$ cat src/psil_pkg.sv
package psil_pkg;

    localparam int unsigned CLK_PERIOD_NS   = 8;
    // strobe pulse width on an output port
    localparam int unsigned STROBE_PULSE_NS = 100;
    localparam int unsigned STROBE_CYC      = (STROBE_PULSE_NS + CLK_PERIOD_NS - 1)
                                              / CLK_PERIOD_NS;
    // longest internal programming cycle, 5 ms
    localparam int unsigned WRITE_CYCLE_NS  = 5_000_000;
    localparam int unsigned WRITE_CYCLE_CYC = WRITE_CYCLE_NS / CLK_PERIOD_NS;

    localparam int unsigned APB_AW = 8;

    // register byte offsets
    localparam logic [7:0] OFS_IRQ_STAT = 8'h00;
    localparam logic [7:0] OFS_CONFIG   = 8'h04;
    localparam logic [7:0] OFS_LATCH_A  = 8'h08;
    localparam logic [7:0] OFS_PINS_A   = 8'h0c;
    localparam logic [7:0] OFS_LATCH_B  = 8'h10;
    localparam logic [7:0] OFS_PINS_B   = 8'h14;
    localparam logic [7:0] OFS_PROG     = 8'h18;
    localparam logic [7:0] OFS_STAT     = 8'h1c;

    // interrupt status register fields
    localparam int unsigned IRQ_FLAG_A   = 0;
    localparam int unsigned IRQ_FLAG_B   = 1;
    localparam int unsigned IRQ_INT      = 2;
    localparam int unsigned IRQ_DONE     = 3;
    localparam int unsigned IRQ_EN_A     = 4;
    localparam int unsigned IRQ_EN_B     = 5;
    localparam int unsigned IRQ_EN_DONE  = 6;
    // configuration register fields, then programming register plane and toggle bits
    localparam int unsigned CFG_DIR      = 0;
    localparam int unsigned CFG_WO       = 2;
    localparam int unsigned CFG_POL      = 4;
    localparam int unsigned CFG_CLR_METH = 6;
    localparam int unsigned PROG_PLANE   = 8;
    localparam int unsigned TOGGLE_BIT   = 6;

    localparam logic [6:0] CFG_RESET    = 7'h00;
    localparam logic [2:0] IRQ_EN_RESET = 3'h0;

    typedef struct packed {
        logic       flag_clear_method;
        logic [1:0] strobe_polarity_n;
        logic [1:0] wire_or;
        logic [1:0] dir_out;
    } psil_cfg_t;

    typedef struct packed {
        logic              psel;
        logic              penable;
        logic              pwrite;
        logic [APB_AW-1:0] paddr;
        logic [31:0]       pwdata;
    } psil_apb_req_t;

    typedef struct packed {
        logic [31:0] prdata;
        logic        pready;
        logic        pslverr;
    } psil_apb_rsp_t;

    typedef enum logic [1:0] {
        PSIL_IDLE = 2'b00,
        PSIL_RUN  = 2'b01,
        PSIL_DONE = 2'b11
    } psil_prog_state_t;

endpackage

$ cat src/psil_prog_timer.sv
`timescale 1ns/100ps
module psil_prog_timer #(
    parameter int unsigned CYCLES = psil_pkg::WRITE_CYCLE_CYC
) (
    input  wire logic       i_sys_clk,
    input  wire logic       i_rst_n,
    input  wire logic       i_start,
    input  wire logic       i_plane,
    output logic      [1:0] o_busy,
    output logic            o_done
);
    import psil_pkg::*;

    psil_prog_state_t state;
    logic [31:0]      cnt;
    logic             plane;

    if (CYCLES < 2) begin : g_chk
        $error("programming cycle too short");
    end

    always_ff @(posedge i_sys_clk or negedge i_rst_n) begin
        if (!i_rst_n) begin
            state <= PSIL_IDLE;
            cnt   <= 32'h0;
            plane <= 1'b0;
        end else begin
            case (state)
                PSIL_IDLE: begin
                    if (i_start) begin
                        state <= PSIL_RUN;
                        cnt   <= CYCLES - 1;
                        plane <= i_plane;
                    end
                end
                PSIL_RUN: begin
                    if (cnt == 32'h1) begin
                        state <= PSIL_DONE;
                    end
                    cnt <= cnt - 32'h1;
                end
                PSIL_DONE: state <= PSIL_IDLE;
                default:   state <= PSIL_IDLE;
            endcase
        end
    end

    // only the plane under programming is reported busy
    assign o_busy = (state == PSIL_IDLE) ? 2'h0 : (plane ? 2'h2 : 2'h1);
    assign o_done = (state == PSIL_DONE);

endmodule

$ cat src/psil_top.sv
`timescale 1ns/100ps
// Contract
// - output port never raises its flag
// - input strobe edge latches pins, sets flag
// - per-port enable masks its interrupt request
// - clearing pending flags releases interrupt request
// - method one: flag cleared by writing zero
// - method zero: data latch read clears flag
// - latch clock is strobe xor polarity
// - strobe equals polarity: latch is transparent
// - polarity flip freezes pins and sets flag
// - programming plane shows busy, other plane not; any new byte refused until done
// - bit six toggles on reads while programming
// - programming end sets write done flag
// - write done enable asserts interrupt request
// - write done flag cleared only writing zero
// - bidirectional strobe stays output, not clock
// - interrupt request is active-low open drain
// - port flag set with global flag
// - output write updates pins, pulses strobe
module psil_top #(
    parameter int unsigned WRITE_CYCLES = psil_pkg::WRITE_CYCLE_CYC
) (
    input  wire logic                    i_sys_clk,
    input  wire logic                    i_rst_n,
    input  wire psil_pkg::psil_apb_req_t i_apb,
    output psil_pkg::psil_apb_rsp_t      o_apb,
    input  wire logic [1:0][7:0]         i_port_pin,
    output logic      [1:0][7:0]         o_port_pin,
    output logic      [1:0][7:0]         o_port_pin_oe,
    input  wire logic [1:0]              i_strobe_pin,
    output logic      [1:0]              o_strobe_pin,
    output logic      [1:0]              o_strobe_pin_oe,
    output logic                         o_irq_n,
    output logic                         o_irq_n_oe,
    output logic      [1:0]              o_plane_busy,
    output logic      [8:0]              o_prog_data
);
    import psil_pkg::*;

    ////////////////////////////////////////////////////////////////////////////
    // state

    psil_cfg_t       cfg;
    logic [1:0]      port_irq_enable;
    logic            write_done_irq_enable;
    logic [1:0]      port_n_irq_flag;
    logic [1:0]      next_port_flag;
    logic            int_flag;
    logic            write_done_flag;
    logic            next_write_done;
    logic [1:0][7:0] port_data_latch;
    logic [1:0][7:0] pin_s1;
    logic [1:0][7:0] pin_s2;
    logic [1:0]      strobe_pin_b_s1;
    logic [1:0]      strobe_pin_b_s2;
    logic [1:0]      latch_clk;
    logic [1:0]      latch_clk_q;
    logic [1:0]      cap_edge;
    logic [1:0][7:0] stb_cnt;
    logic [8:0]      prog_reg;
    logic            toggle_q;
    logic [1:0]      busy;
    logic            prog_done;
    logic            prog_start;
    logic [31:0]     next_rdata;
    logic            next_err;

    ////////////////////////////////////////////////////////////////////////////
    // apb decode: one wait state, effects land on the pready edge

    logic       acc;
    logic       wr;
    logic       rd;
    logic [7:0] addr;
    logic [7:0] wd;
    logic       wr_irq_st;
    logic [1:0] rd_latch;
    logic [1:0] wr_latch;
    logic       rd_prog;

    assign acc     = i_apb.psel && i_apb.penable && o_apb.pready;
    assign wr      = acc && i_apb.pwrite;
    assign rd      = acc && !i_apb.pwrite;
    assign addr    = 8'(i_apb.paddr);
    assign wd      = i_apb.pwdata[7:0];
    assign wr_irq_st = wr && (addr == OFS_IRQ_STAT);
    assign rd_latch  = {rd && (addr == OFS_LATCH_B), rd && (addr == OFS_LATCH_A)};
    assign wr_latch  = {wr && (addr == OFS_LATCH_B), wr && (addr == OFS_LATCH_A)};
    assign rd_prog = rd && (addr == OFS_PROG);
    // a new byte is refused while a programming cycle still runs
    assign prog_start = wr && (addr == OFS_PROG) && (busy == 2'h0);

    always_comb begin
        next_rdata = 32'h0;
        next_err   = 1'b0;
        case (addr)
            OFS_IRQ_STAT: next_rdata[7:0] = {1'b0, write_done_irq_enable, port_irq_enable,
                                             write_done_flag, int_flag, port_n_irq_flag};
            OFS_CONFIG:   next_rdata[7:0] = {1'b0, cfg};
            OFS_LATCH_A:  next_rdata[7:0] = port_data_latch[0];
            OFS_PINS_A:   next_rdata[7:0] = pin_s2[0];
            OFS_LATCH_B:  next_rdata[7:0] = port_data_latch[1];
            OFS_PINS_B:   next_rdata[7:0] = pin_s2[1];
            OFS_PROG: begin
                next_rdata[8:0] = prog_reg;
                if (busy != 2'h0) begin
                    next_rdata[TOGGLE_BIT] = toggle_q;
                end
            end
            OFS_STAT:  next_rdata[1:0] = busy;
            default:   next_err = 1'b1;
        endcase
    end

    always_ff @(posedge i_sys_clk or negedge i_rst_n) begin
        if (!i_rst_n) begin
            o_apb <= '0;
        end else begin
            o_apb.pready  <= i_apb.psel && i_apb.penable && !o_apb.pready;
            o_apb.prdata  <= next_rdata;
            o_apb.pslverr <= next_err && i_apb.psel && i_apb.penable && !o_apb.pready;
        end
    end

    ////////////////////////////////////////////////////////////////////////////
    // software registers

    always_ff @(posedge i_sys_clk or negedge i_rst_n) begin
        if (!i_rst_n) begin
            cfg                   <= psil_cfg_t'(CFG_RESET);
            port_irq_enable       <= IRQ_EN_RESET[1:0];
            write_done_irq_enable <= IRQ_EN_RESET[2];
        end else begin
            if (wr && (addr == OFS_CONFIG)) begin
                cfg <= psil_cfg_t'(wd[6:0]);
            end
            if (wr_irq_st) begin
                port_irq_enable       <= wd[IRQ_EN_B:IRQ_EN_A];
                write_done_irq_enable <= wd[IRQ_EN_DONE];
            end
        end
    end

    ////////////////////////////////////////////////////////////////////////////
    // pin synchronisers

    always_ff @(posedge i_sys_clk or negedge i_rst_n) begin
        if (!i_rst_n) begin
            pin_s1  <= '0;
            pin_s2  <= '0;
            strobe_pin_b_s1 <= 2'h0;
            strobe_pin_b_s2 <= 2'h0;
        end else begin
            pin_s1  <= i_port_pin;
            pin_s2  <= pin_s1;
            strobe_pin_b_s1 <= i_strobe_pin;
            strobe_pin_b_s2 <= strobe_pin_b_s1;
        end
    end

    ////////////////////////////////////////////////////////////////////////////
    // per-port latch, flag and strobe logic

    for (genvar p = 0; p < 2; p++) begin : g_port
        assign latch_clk[p] = strobe_pin_b_s2[p] ^ cfg.strobe_polarity_n[p];
        // an output port's strobe is driven, so it never clocks the latch
        assign cap_edge[p]  = !cfg.dir_out[p] && latch_clk[p] && !latch_clk_q[p];
        assign next_port_flag[p] = cap_edge[p] || (port_n_irq_flag[p] && !(
            (cfg.flag_clear_method && wr_irq_st && !wd[IRQ_FLAG_A + p]) ||
            (!cfg.flag_clear_method && rd_latch[p])));

        always_ff @(posedge i_sys_clk or negedge i_rst_n) begin
            if (!i_rst_n) begin
                latch_clk_q[p] <= 1'b0;
            end else begin
                latch_clk_q[p] <= latch_clk[p];
            end
        end

        always_ff @(posedge i_sys_clk or negedge i_rst_n) begin
            if (!i_rst_n) begin
                port_data_latch[p] <= 8'h00;
            end else if (cfg.dir_out[p]) begin
                if (wr_latch[p]) begin
                    port_data_latch[p] <= wd;
                end
            end else if (!latch_clk[p]) begin
                port_data_latch[p] <= pin_s2[p];
            end
        end

        always_ff @(posedge i_sys_clk or negedge i_rst_n) begin
            if (!i_rst_n) begin
                stb_cnt[p] <= 8'h00;
            end else if (wr_latch[p] && cfg.dir_out[p]) begin
                stb_cnt[p] <= 8'(STROBE_CYC);
            end else if (stb_cnt[p] != 8'h00) begin
                stb_cnt[p] <= stb_cnt[p] - 8'h01;
            end
        end

        always_ff @(posedge i_sys_clk or negedge i_rst_n) begin
            if (!i_rst_n) begin
                o_strobe_pin[p]    <= 1'b0;
                o_strobe_pin_oe[p] <= 1'b0;
                o_port_pin[p]      <= 8'h00;
                o_port_pin_oe[p]   <= 8'h00;
            end else begin
                // idle at the inactive level, pulse to the polarity level
                o_strobe_pin[p]    <= (stb_cnt[p] != 8'h00) ~^ cfg.strobe_polarity_n[p];
                o_strobe_pin_oe[p] <= cfg.dir_out[p];
                // open drain pulls low only; a 1 lets the pin serve as input
                o_port_pin[p]      <= cfg.wire_or[p] ? 8'h00 : port_data_latch[p];
                o_port_pin_oe[p]   <= !cfg.dir_out[p] ? 8'h00 :
                                      (cfg.wire_or[p] ? ~port_data_latch[p] : 8'hff);
            end
        end
    end

    ////////////////////////////////////////////////////////////////////////////
    // flags and interrupt request; a set in the clearing cycle wins

    assign next_write_done = prog_done ||
        (write_done_flag && !(wr_irq_st && !wd[IRQ_DONE]));

    logic next_irq;
    assign next_irq =
        |(next_port_flag & (wr_irq_st ? wd[IRQ_EN_B:IRQ_EN_A] : port_irq_enable)) ||
        (next_write_done && (wr_irq_st ? wd[IRQ_EN_DONE] : write_done_irq_enable));

    always_ff @(posedge i_sys_clk or negedge i_rst_n) begin
        if (!i_rst_n) begin
            port_n_irq_flag <= 2'h0;
            int_flag        <= 1'b0;
            write_done_flag <= 1'b0;
        end else begin
            port_n_irq_flag <= next_port_flag;
            int_flag        <= |next_port_flag;
            write_done_flag <= next_write_done;
        end
    end

    always_ff @(posedge i_sys_clk or negedge i_rst_n) begin
        if (!i_rst_n) begin
            o_irq_n    <= 1'b0;
            o_irq_n_oe <= 1'b0;
        end else begin
            o_irq_n    <= 1'b0;
            o_irq_n_oe <= next_irq;
        end
    end

    ////////////////////////////////////////////////////////////////////////////
    // programming cycle and toggle status

    always_ff @(posedge i_sys_clk or negedge i_rst_n) begin
        if (!i_rst_n) begin
            prog_reg <= 9'h000;
            toggle_q <= 1'b0;
        end else if (prog_start) begin
            prog_reg <= i_apb.pwdata[8:0];
            toggle_q <= ~i_apb.pwdata[TOGGLE_BIT];
        end else if (rd_prog && busy != 2'h0) begin
            toggle_q <= ~toggle_q;
        end
    end

    psil_prog_timer #(
        .CYCLES (WRITE_CYCLES)
    ) u_timer (
        .i_sys_clk (i_sys_clk),
        .i_rst_n   (i_rst_n),
        .i_start   (prog_start),
        .i_plane   (i_apb.pwdata[PROG_PLANE]),
        .o_busy    (busy),
        .o_done    (prog_done)
    );

    always_ff @(posedge i_sys_clk or negedge i_rst_n) begin
        if (!i_rst_n) begin
            o_plane_busy <= 2'h0;
            o_prog_data  <= 9'h000;
        end else begin
            o_plane_busy <= busy;
            o_prog_data  <= prog_reg;
        end
    end
endmodule

$ cat config.mk
export PLATFORM = sky130hd
export DESIGN_NAME = psil_top
export DESIGN_NICKNAME = d
export VERILOG_FILES = /design/src/psil_pkg.sv /design/src/psil_prog_timer.sv /design/src/psil_top.sv
export SDC_FILE = /design/constraint.sdc
export NUM_CORES = 1
export LEC_CHECK = 0
export BUFFER_PORTS_ARGS = -buffer_cell sky130_fd_sc_hd__buf_2
export CORE_MARGIN = 2
export CORE_UTILIZATION = 41
export CTS_BUF_LIST = sky130_fd_sc_hd__clkbuf_8
export DETAILED_ROUTE_END_ITERATION = 10
export SLEW_MARGIN = 20
export SYNTH_ARGS = -nofsm -noshare
export SYNTH_HDL_FRONTEND = slang
export SYNTH_SLANG_ARGS = --single-unit
$ cat constraint.sdc
create_clock -name i_sys_clk -period 4.9 [get_ports i_sys_clk]
set_clock_uncertainty 0.2 [all_clocks]
set_input_delay 0.245 -clock i_sys_clk [delete_from_list [all_inputs] [get_ports i_sys_clk]]
set_output_delay 0.245 -clock i_sys_clk [all_outputs]
set_load 0.02 [all_outputs]
Yosys cells after proc, flatten, opt, wreduce, memory -nomap -nowiden
Cells that the tools add are included.
{ "classes": {"addsub": 3, "eq_ne": 16, "bitwise": 9, "mux": 32, "reduce_logical": 71} }
{ "op_table": {"columns": ["operator", "n"], "rows": [
  ["two-way mux 8 bit", 16],
  ["one-hot mux 32 bit (2 select lines)", 1],
  ["one-hot mux 6 bit (7 select lines)", 1],
  ["logical AND 1 bit", 34],
  ["== test 32 x 1 -> 1 bit, second input constant", 1],
  ["== test 8 x 5 -> 1 bit, second input constant", 4],
  ["two-way mux 32 bit", 1],
  ["subtractor 32 x 1 -> 32 bit, second input constant", 1],
  ["== test 8 x 4 -> 1 bit, second input constant", 2],
  ["inverter 8 bit", 2],
  ["one-hot mux 2 bit (8 select lines)", 1],
  ["nonzero test 8 bit", 2],
  ["subtractor 8 x 1 -> 8 bit, second input constant", 2],
  ["logical NOT 1 bit", 13],
  ["two-way mux 2 bit", 5],
  ["AND reduction 2 bit", 5],
  ["nonzero test 2 bit", 5],
  ["== test 8 x 3 -> 1 bit, second input constant", 1],
  ["logical NOT 8 bit", 1],
  ["OR reduction 8 bit", 1],
  ["logical OR 1 bit", 6],
  ["two-way mux 1 bit", 6],
  ["inequality test 2 x 1 -> 1 bit, second input constant", 3],
  ["inequality test 2 bit, second input constant", 3],
  ["9 further kinds", 14]
]} }
{ "totals": {"out_inout_bits": 83, "in_bits": 63, "register_bits": 188} }

Depth between registers and ports, before layout
{ "logic_depth": {"word_depth": 13, "mapped_depth": 8} }

By module
A second synthesis with hierarchy kept.
{ "unflattened": {"cells_unflattened": 664, "area_unflattened_um2": 7931.4} }
{ "by_module_without_submodules": {"columns": ["mod", "seq_area_each_um2", "area_per_inst_um2", "cells_each", "n_inst"], "rows": [
  ["psil_top", 3828.7, 6000.8, 459, 1],
  ["psil_prog_timer", 875.8, 1930.6, 205, 1]
]} }

Worst setup path after synthesis
Ideal clock, no wire load.
{ "synth_path": {"path_kind": "register to register", "startpoint": "register u_timer.cnt[26]", "endpoint": "register u_timer.cnt[31]", "required_time_ns": 4.621, "path_stages_with_launch": 6, "setup_ns": 0.079, "arrival_time_ns": 2.031, "path_buffers": 0, "synth_period_minus_slack_ns": 2.310, "path_slack_ns": 2.590, "cell_sequence": "dfrtp_1 -> or4_4 -> or4_4 -> or3_4 -> nor4_4 -> mux2i_1"} }
{ "synth_via": {"elab_chain_len": 2} }
{ "synth_rtl": {"columns": ["element", "line", "source"], "rows": [
  ["start, declared", "psil_prog_timer.sv:15", "logic [31:0] cnt;"],
  ["start signal, assigned", "psil_prog_timer.sv:32", "cnt <= CYCLES - 1;"],
  ["start signal, assigned", "psil_prog_timer.sv:40", "cnt <= cnt - 32'h1;"],
  ["subtractor 32 x 1 -> 32 bit", "psil_prog_timer.sv:40", null],
  ["one-hot mux 32 bit (2 select lines)", "psil_prog_timer.sv:28", "case (state)"]
]} }
No other way between the ends.
A chain may end at the register's enable or synchronous reset.

Worst setup path after layout
{ "layout_path": {"startpoint": "input i_apb[37] (netlist bit)", "endpoint": "register u_timer.cnt[19]"} }
{ "layout_via": {"elab_chain_len": 5} }
{ "layout_rtl": {"columns": ["element", "line", "source"], "rows": [
  ["start, declared", "psil_top.sv:26", "input wire psil_pkg::psil_apb_req_t i_apb,"],
  ["== test 8 x 5 -> 1 bit", "psil_top.sv:92", "assign prog_start = wr && (addr == OFS_PROG) && (busy == 2'h0);"],
  ["logical AND 1 bit (2 in series)", "psil_top.sv:92", null],
  ["inequality test 2 bit (no source line)", null, null],
  ["AND reduction 2 bit (no source line)", null, null]
]} }
No other way between the ends.

==> results.json <==
{
  "rows": 49,
  "hold_violations": 0,
  "finalSetupViolations": 0,
  "grt_pass1_wl_um": 27400,
  "drive_gt1_share_pct": 20.4,
  "synth_xor_area_share_pct": 1.96,
  "min_period_over_period_pct": 61.6,
  "ys_types": 52,
  "switching_share_pct": 26.3,
  "wl_per_cell_um": 16.8,
  "ios": 146,
  "drtAntennaViolNets": 0,
  "grtUsageMet3_pct": 4.17,
  "critPathLaunchType": "input port",
  "drt_iter0_drc": 478,
  "powerDensity_mw_per_mm2": 306,
  "postLayoutCoreUtil_pct": 49.5,
  "synth-edff-count": 0,
  "synth_fa_ha_area_share_pct": 0.989,
  "ctsResizeCount": 0,
  "drv_slew": 0,
  "largest_register_ffs": 32,
  "cp.arrival_ns": 3.21,
  "synth.mux.area_fraction_pct": 5.36,
  "place.gp.congestion": 0.841,
  "cts.sinks": 188,
  "regMostFlops": "u_timer.cnt",
  "diodes": 0,
  "max_freq_ghz": 0.332,
  "path_depth": 7,
  "worstPathMaxFanout": 18,
  "outcome": "complete, but fails checks",
  "p_leak_nw": 4.11,
  "seq_area_frac_synth_pct": 62.0,
  "yosysWarnings": 0,
  "ys_async_sr_fraction_pct": 100,
  "seq_area_mm2": 0.00470,
  "rsz0062_at_grt": "false",
  "fin_nets": 844,
  "core_mm2": 0.0181,
  "numCtsBuffers": 17,
  "syn_to_final_growth_pct": 17.9,
  "cts.reportedPaths.clkPinSlew_ns": 0.10,
  "dp_hpwl_um": 12000,
  "crit_buf_inv": 2,
  "portBuffers": 98,
  "synth_compound_area_share_pct": 9.61,
  "violations": "design-rule violations",
  "syn-mean-instance-area_um2": 11.8,
  "routed_via_density": 5.19,
  "clock_power_share_pct": 34.9,
  "clk_latency_ns": 0.47,
  "cp_slowest_stage_delay_ns": 0.76,
  "cp_cell_sequence": "dlygate4sd3_1 -> buf_2 -> nor4b_2 -> and3_1 -> and3_1 -> a211oi_1 -> a31oi_1",
  "ys.flop_type": "dfrtp_1",
  "clockRootBuffer": "clkbuf_8",
  "die_area_mm2": 0.0196,
  "crit_required_ns": 5.09,
  "fin_tns_setup_ns": 0,
  "synth_simple_gate_area_share_pct": 16.0,
  "relSlewSlack_pct": 33.0,
  "power_switching_w": 0.000720,
  "max-vdd-ir-drop_mv": 0.184,
  "wirelength_um": 17000,
  "antenna_found_initial": 0,
  "synth_top_family_by_area": "simple AND/OR/NAND/NOR gates",
  "filler_cell_count": 1658,
  "die_x_um": 140,
  "path_delay_family": "simple AND/OR/NAND/NOR gates",
  "syn_inst": 642,
  "comb_power_share_pct": 6.0,
  "cp-end-kind": "flop",
  "synth_area_mm2": 0.00759,
  "grt_overflow": 0,
  "seqPwrFrac_pct": 59.2,
  "p_int_w": 0.00202,
  "grt.total_usage_pct": 17.9,
  "ys_ff_latch": 188,
  "cts_buffer_depth": 2,
  "period_minus_slack_ns": 3.02,
  "worst_path_max_delay_cell": "and3_1",
  "drtPass1Iterations": 8,
  "crit_path_frequent_cell": "and3_1",
  "die_height_um": 140,
  "power_w": 0.00274,
  "worst-r2r-cell-count": 5,
  "grt_max_degree": 91,
  "criticalPathCategory": "input port to flop",
  "cts_tree": "built",
  "use_met2_pct": 28.9,
  "vias": 5281,
  "hp-class": "input port to flop",
  "grt_pass1_vias": 5141,
  "multi_input_area_mm2": 0.00267,
  "start_util_pct": 42.0,
  "use_met1_pct": 24.8,
  "worst_slew_pin_slew_ns": 1.00,
  "hold_depth": 4,
  "drc_errors": 9,
  "gr-max-usage-layer": "met2",
  "maxCapViolCount": 0,
  "h-tree-depth": 4
}
-- cell families (layout without fill, tap and decap cells) --
| family | after synthesis | count (layout) |
|---|---|---|
| AOI/OAI and AO/OA | 106 | 106 |
| xor gates and xnor gates | 17 | 17 |
| adders and majority gates | 6 | 6 |
| buffers and inverters | 55 | 178 |
| DFF | 188 | 188 |
| muxes | 39 | 39 |
| other | 1 | 24 |
| and+or+nand+nor | 230 | 230 |
-- layout by cell type, fill, tap and decap left out, types with 14 or more instances in the layout --
cell and instances:
a21boi_0 17, buf_2 97, clkbuf_8 18, conb_1 24
dfrtp_1 188, dlygate4sd3_1 36, mux2i_1 26, nand2_1 75
nand3_1 22, nor2_1 32, nor2b_1 19, nor3_1 15
o21ai_0 32, or3_1 14
-- cell type report --
| cell class | instances | area share [%] |
|---|---|---|
| clock inverters | 15 | 1.45 |
| flip-flops and latches | 188 | 52.6 |
| inverters | 8 | 0.336 |
| well taps | 229 | 3.20 |
| multi-input cells | 422 | 29.9 |
| clock buffers | 17 | 2.61 |
| repair buffers | 138 | 9.94 |
-- routing by layer --
| metal | up-vias | part of all wire, % |
|---|---|---|
| met3 | 14 | 5.3 |
| met4 | 0 | 0.97 |
| met1 | 2622 | 45 |
| met2 | 134 | 49 |
| met5 | - | 0 |
| li1 | 2511 | - |
-- path summary, 6_finish.rpt --
kind	startpoint	endpoint	slack, ns
max reg2reg	u_timer.state[1]$_DFFE_PN0P_	u_timer.cnt[25]$_DFFE_PN0P_	2.34
min in group asynchronous	i_rst_n	stb_cnt[4]$_DFFE_PN0P_	0.19
max	i_apb[37]	u_timer.cnt[19]$_DFFE_PN0P_	1.88
min	i_apb[39]	o_apb[3]$_DFF_PN0_	0.05
max in group asynchronous	i_rst_n	u_timer.cnt[8]$_DFFE_PN0P_	3.17
min reg2reg	pin_s1[14]$_DFF_PN0_	pin_s2[14]$_DFF_PN0_	0.15
-- Yosys cell counts (all sizes together), types with 4 or more instances --
master | count | area, µm²
mux2i | 26 | 260
nor2b | 19 | 119
inv | 8 | 30.0
and3 | 6 | 37.5
o21ai | 32 | 160
buf | 31 | 214
a21boi | 17 | 128
nand2 | 75 | 282
or4 | 6 | 53.8
a22oi | 12 | 90.1
nor4b | 5 | 56.3
nand4 | 5 | 31.3
o41ai | 4 | 35.0
nor3 | 15 | 75.1
a21oi | 9 | 45.0
o211ai | 7 | 52.6
and2 | 6 | 37.5
xnor2 | 11 | 96.3
xor2 | 6 | 52.6
nor2 | 32 | 120
ha | 6 | 75.1
nor4 | 12 | 103
nand3 | 22 | 110
o31ai | 4 | 30.0
dfrtp | 188 | 4700
clkbuf | 16 | 60.1
mux2 | 13 | 146
or3 | 15 | 98.8
a222oi | 9 | 90.1
-- stage by stage --
step,instances,worst slack (ns),cell area (µm²),hold slack (ns)
floorplan,665,2.59,7680,-0.251
global placement,949,2.05,8220,0.137
detailed placement,949,1.97,8220,0.135
CTS,1017,1.92,8940,0.0121
global route,1017,1.78,8950,0.0543
finish,1017,1.88,8950,0.0510
-- worst min-delay path: stages --
cell	delay, ns
buf_2	0.10
nor4b_2	0.09
nand2_1	0.10
o211ai_1	0.13
-- power groups by stage --
stage / combinational [W] / clock, W / sequential [W]
detailed placement: 0.000143 / 0 / 0.00165
global placement: 0.000139 / 0 / 0.00165
global route: 0.000180 / 0.00105 / 0.00163
CTS: 0.000165 / 0.000982 / 0.00162
finish: 0.000163 / 0.000955 / 0.00162
floorplan: 0.0000605 / 0 / 0.00166
-- what timing repair did --
action,in CTS,in global routing
endpoints found under the hold margin,150,0
setup buffers,0,0
hold buffers,36,0
(Power assumes the default switching activity.)
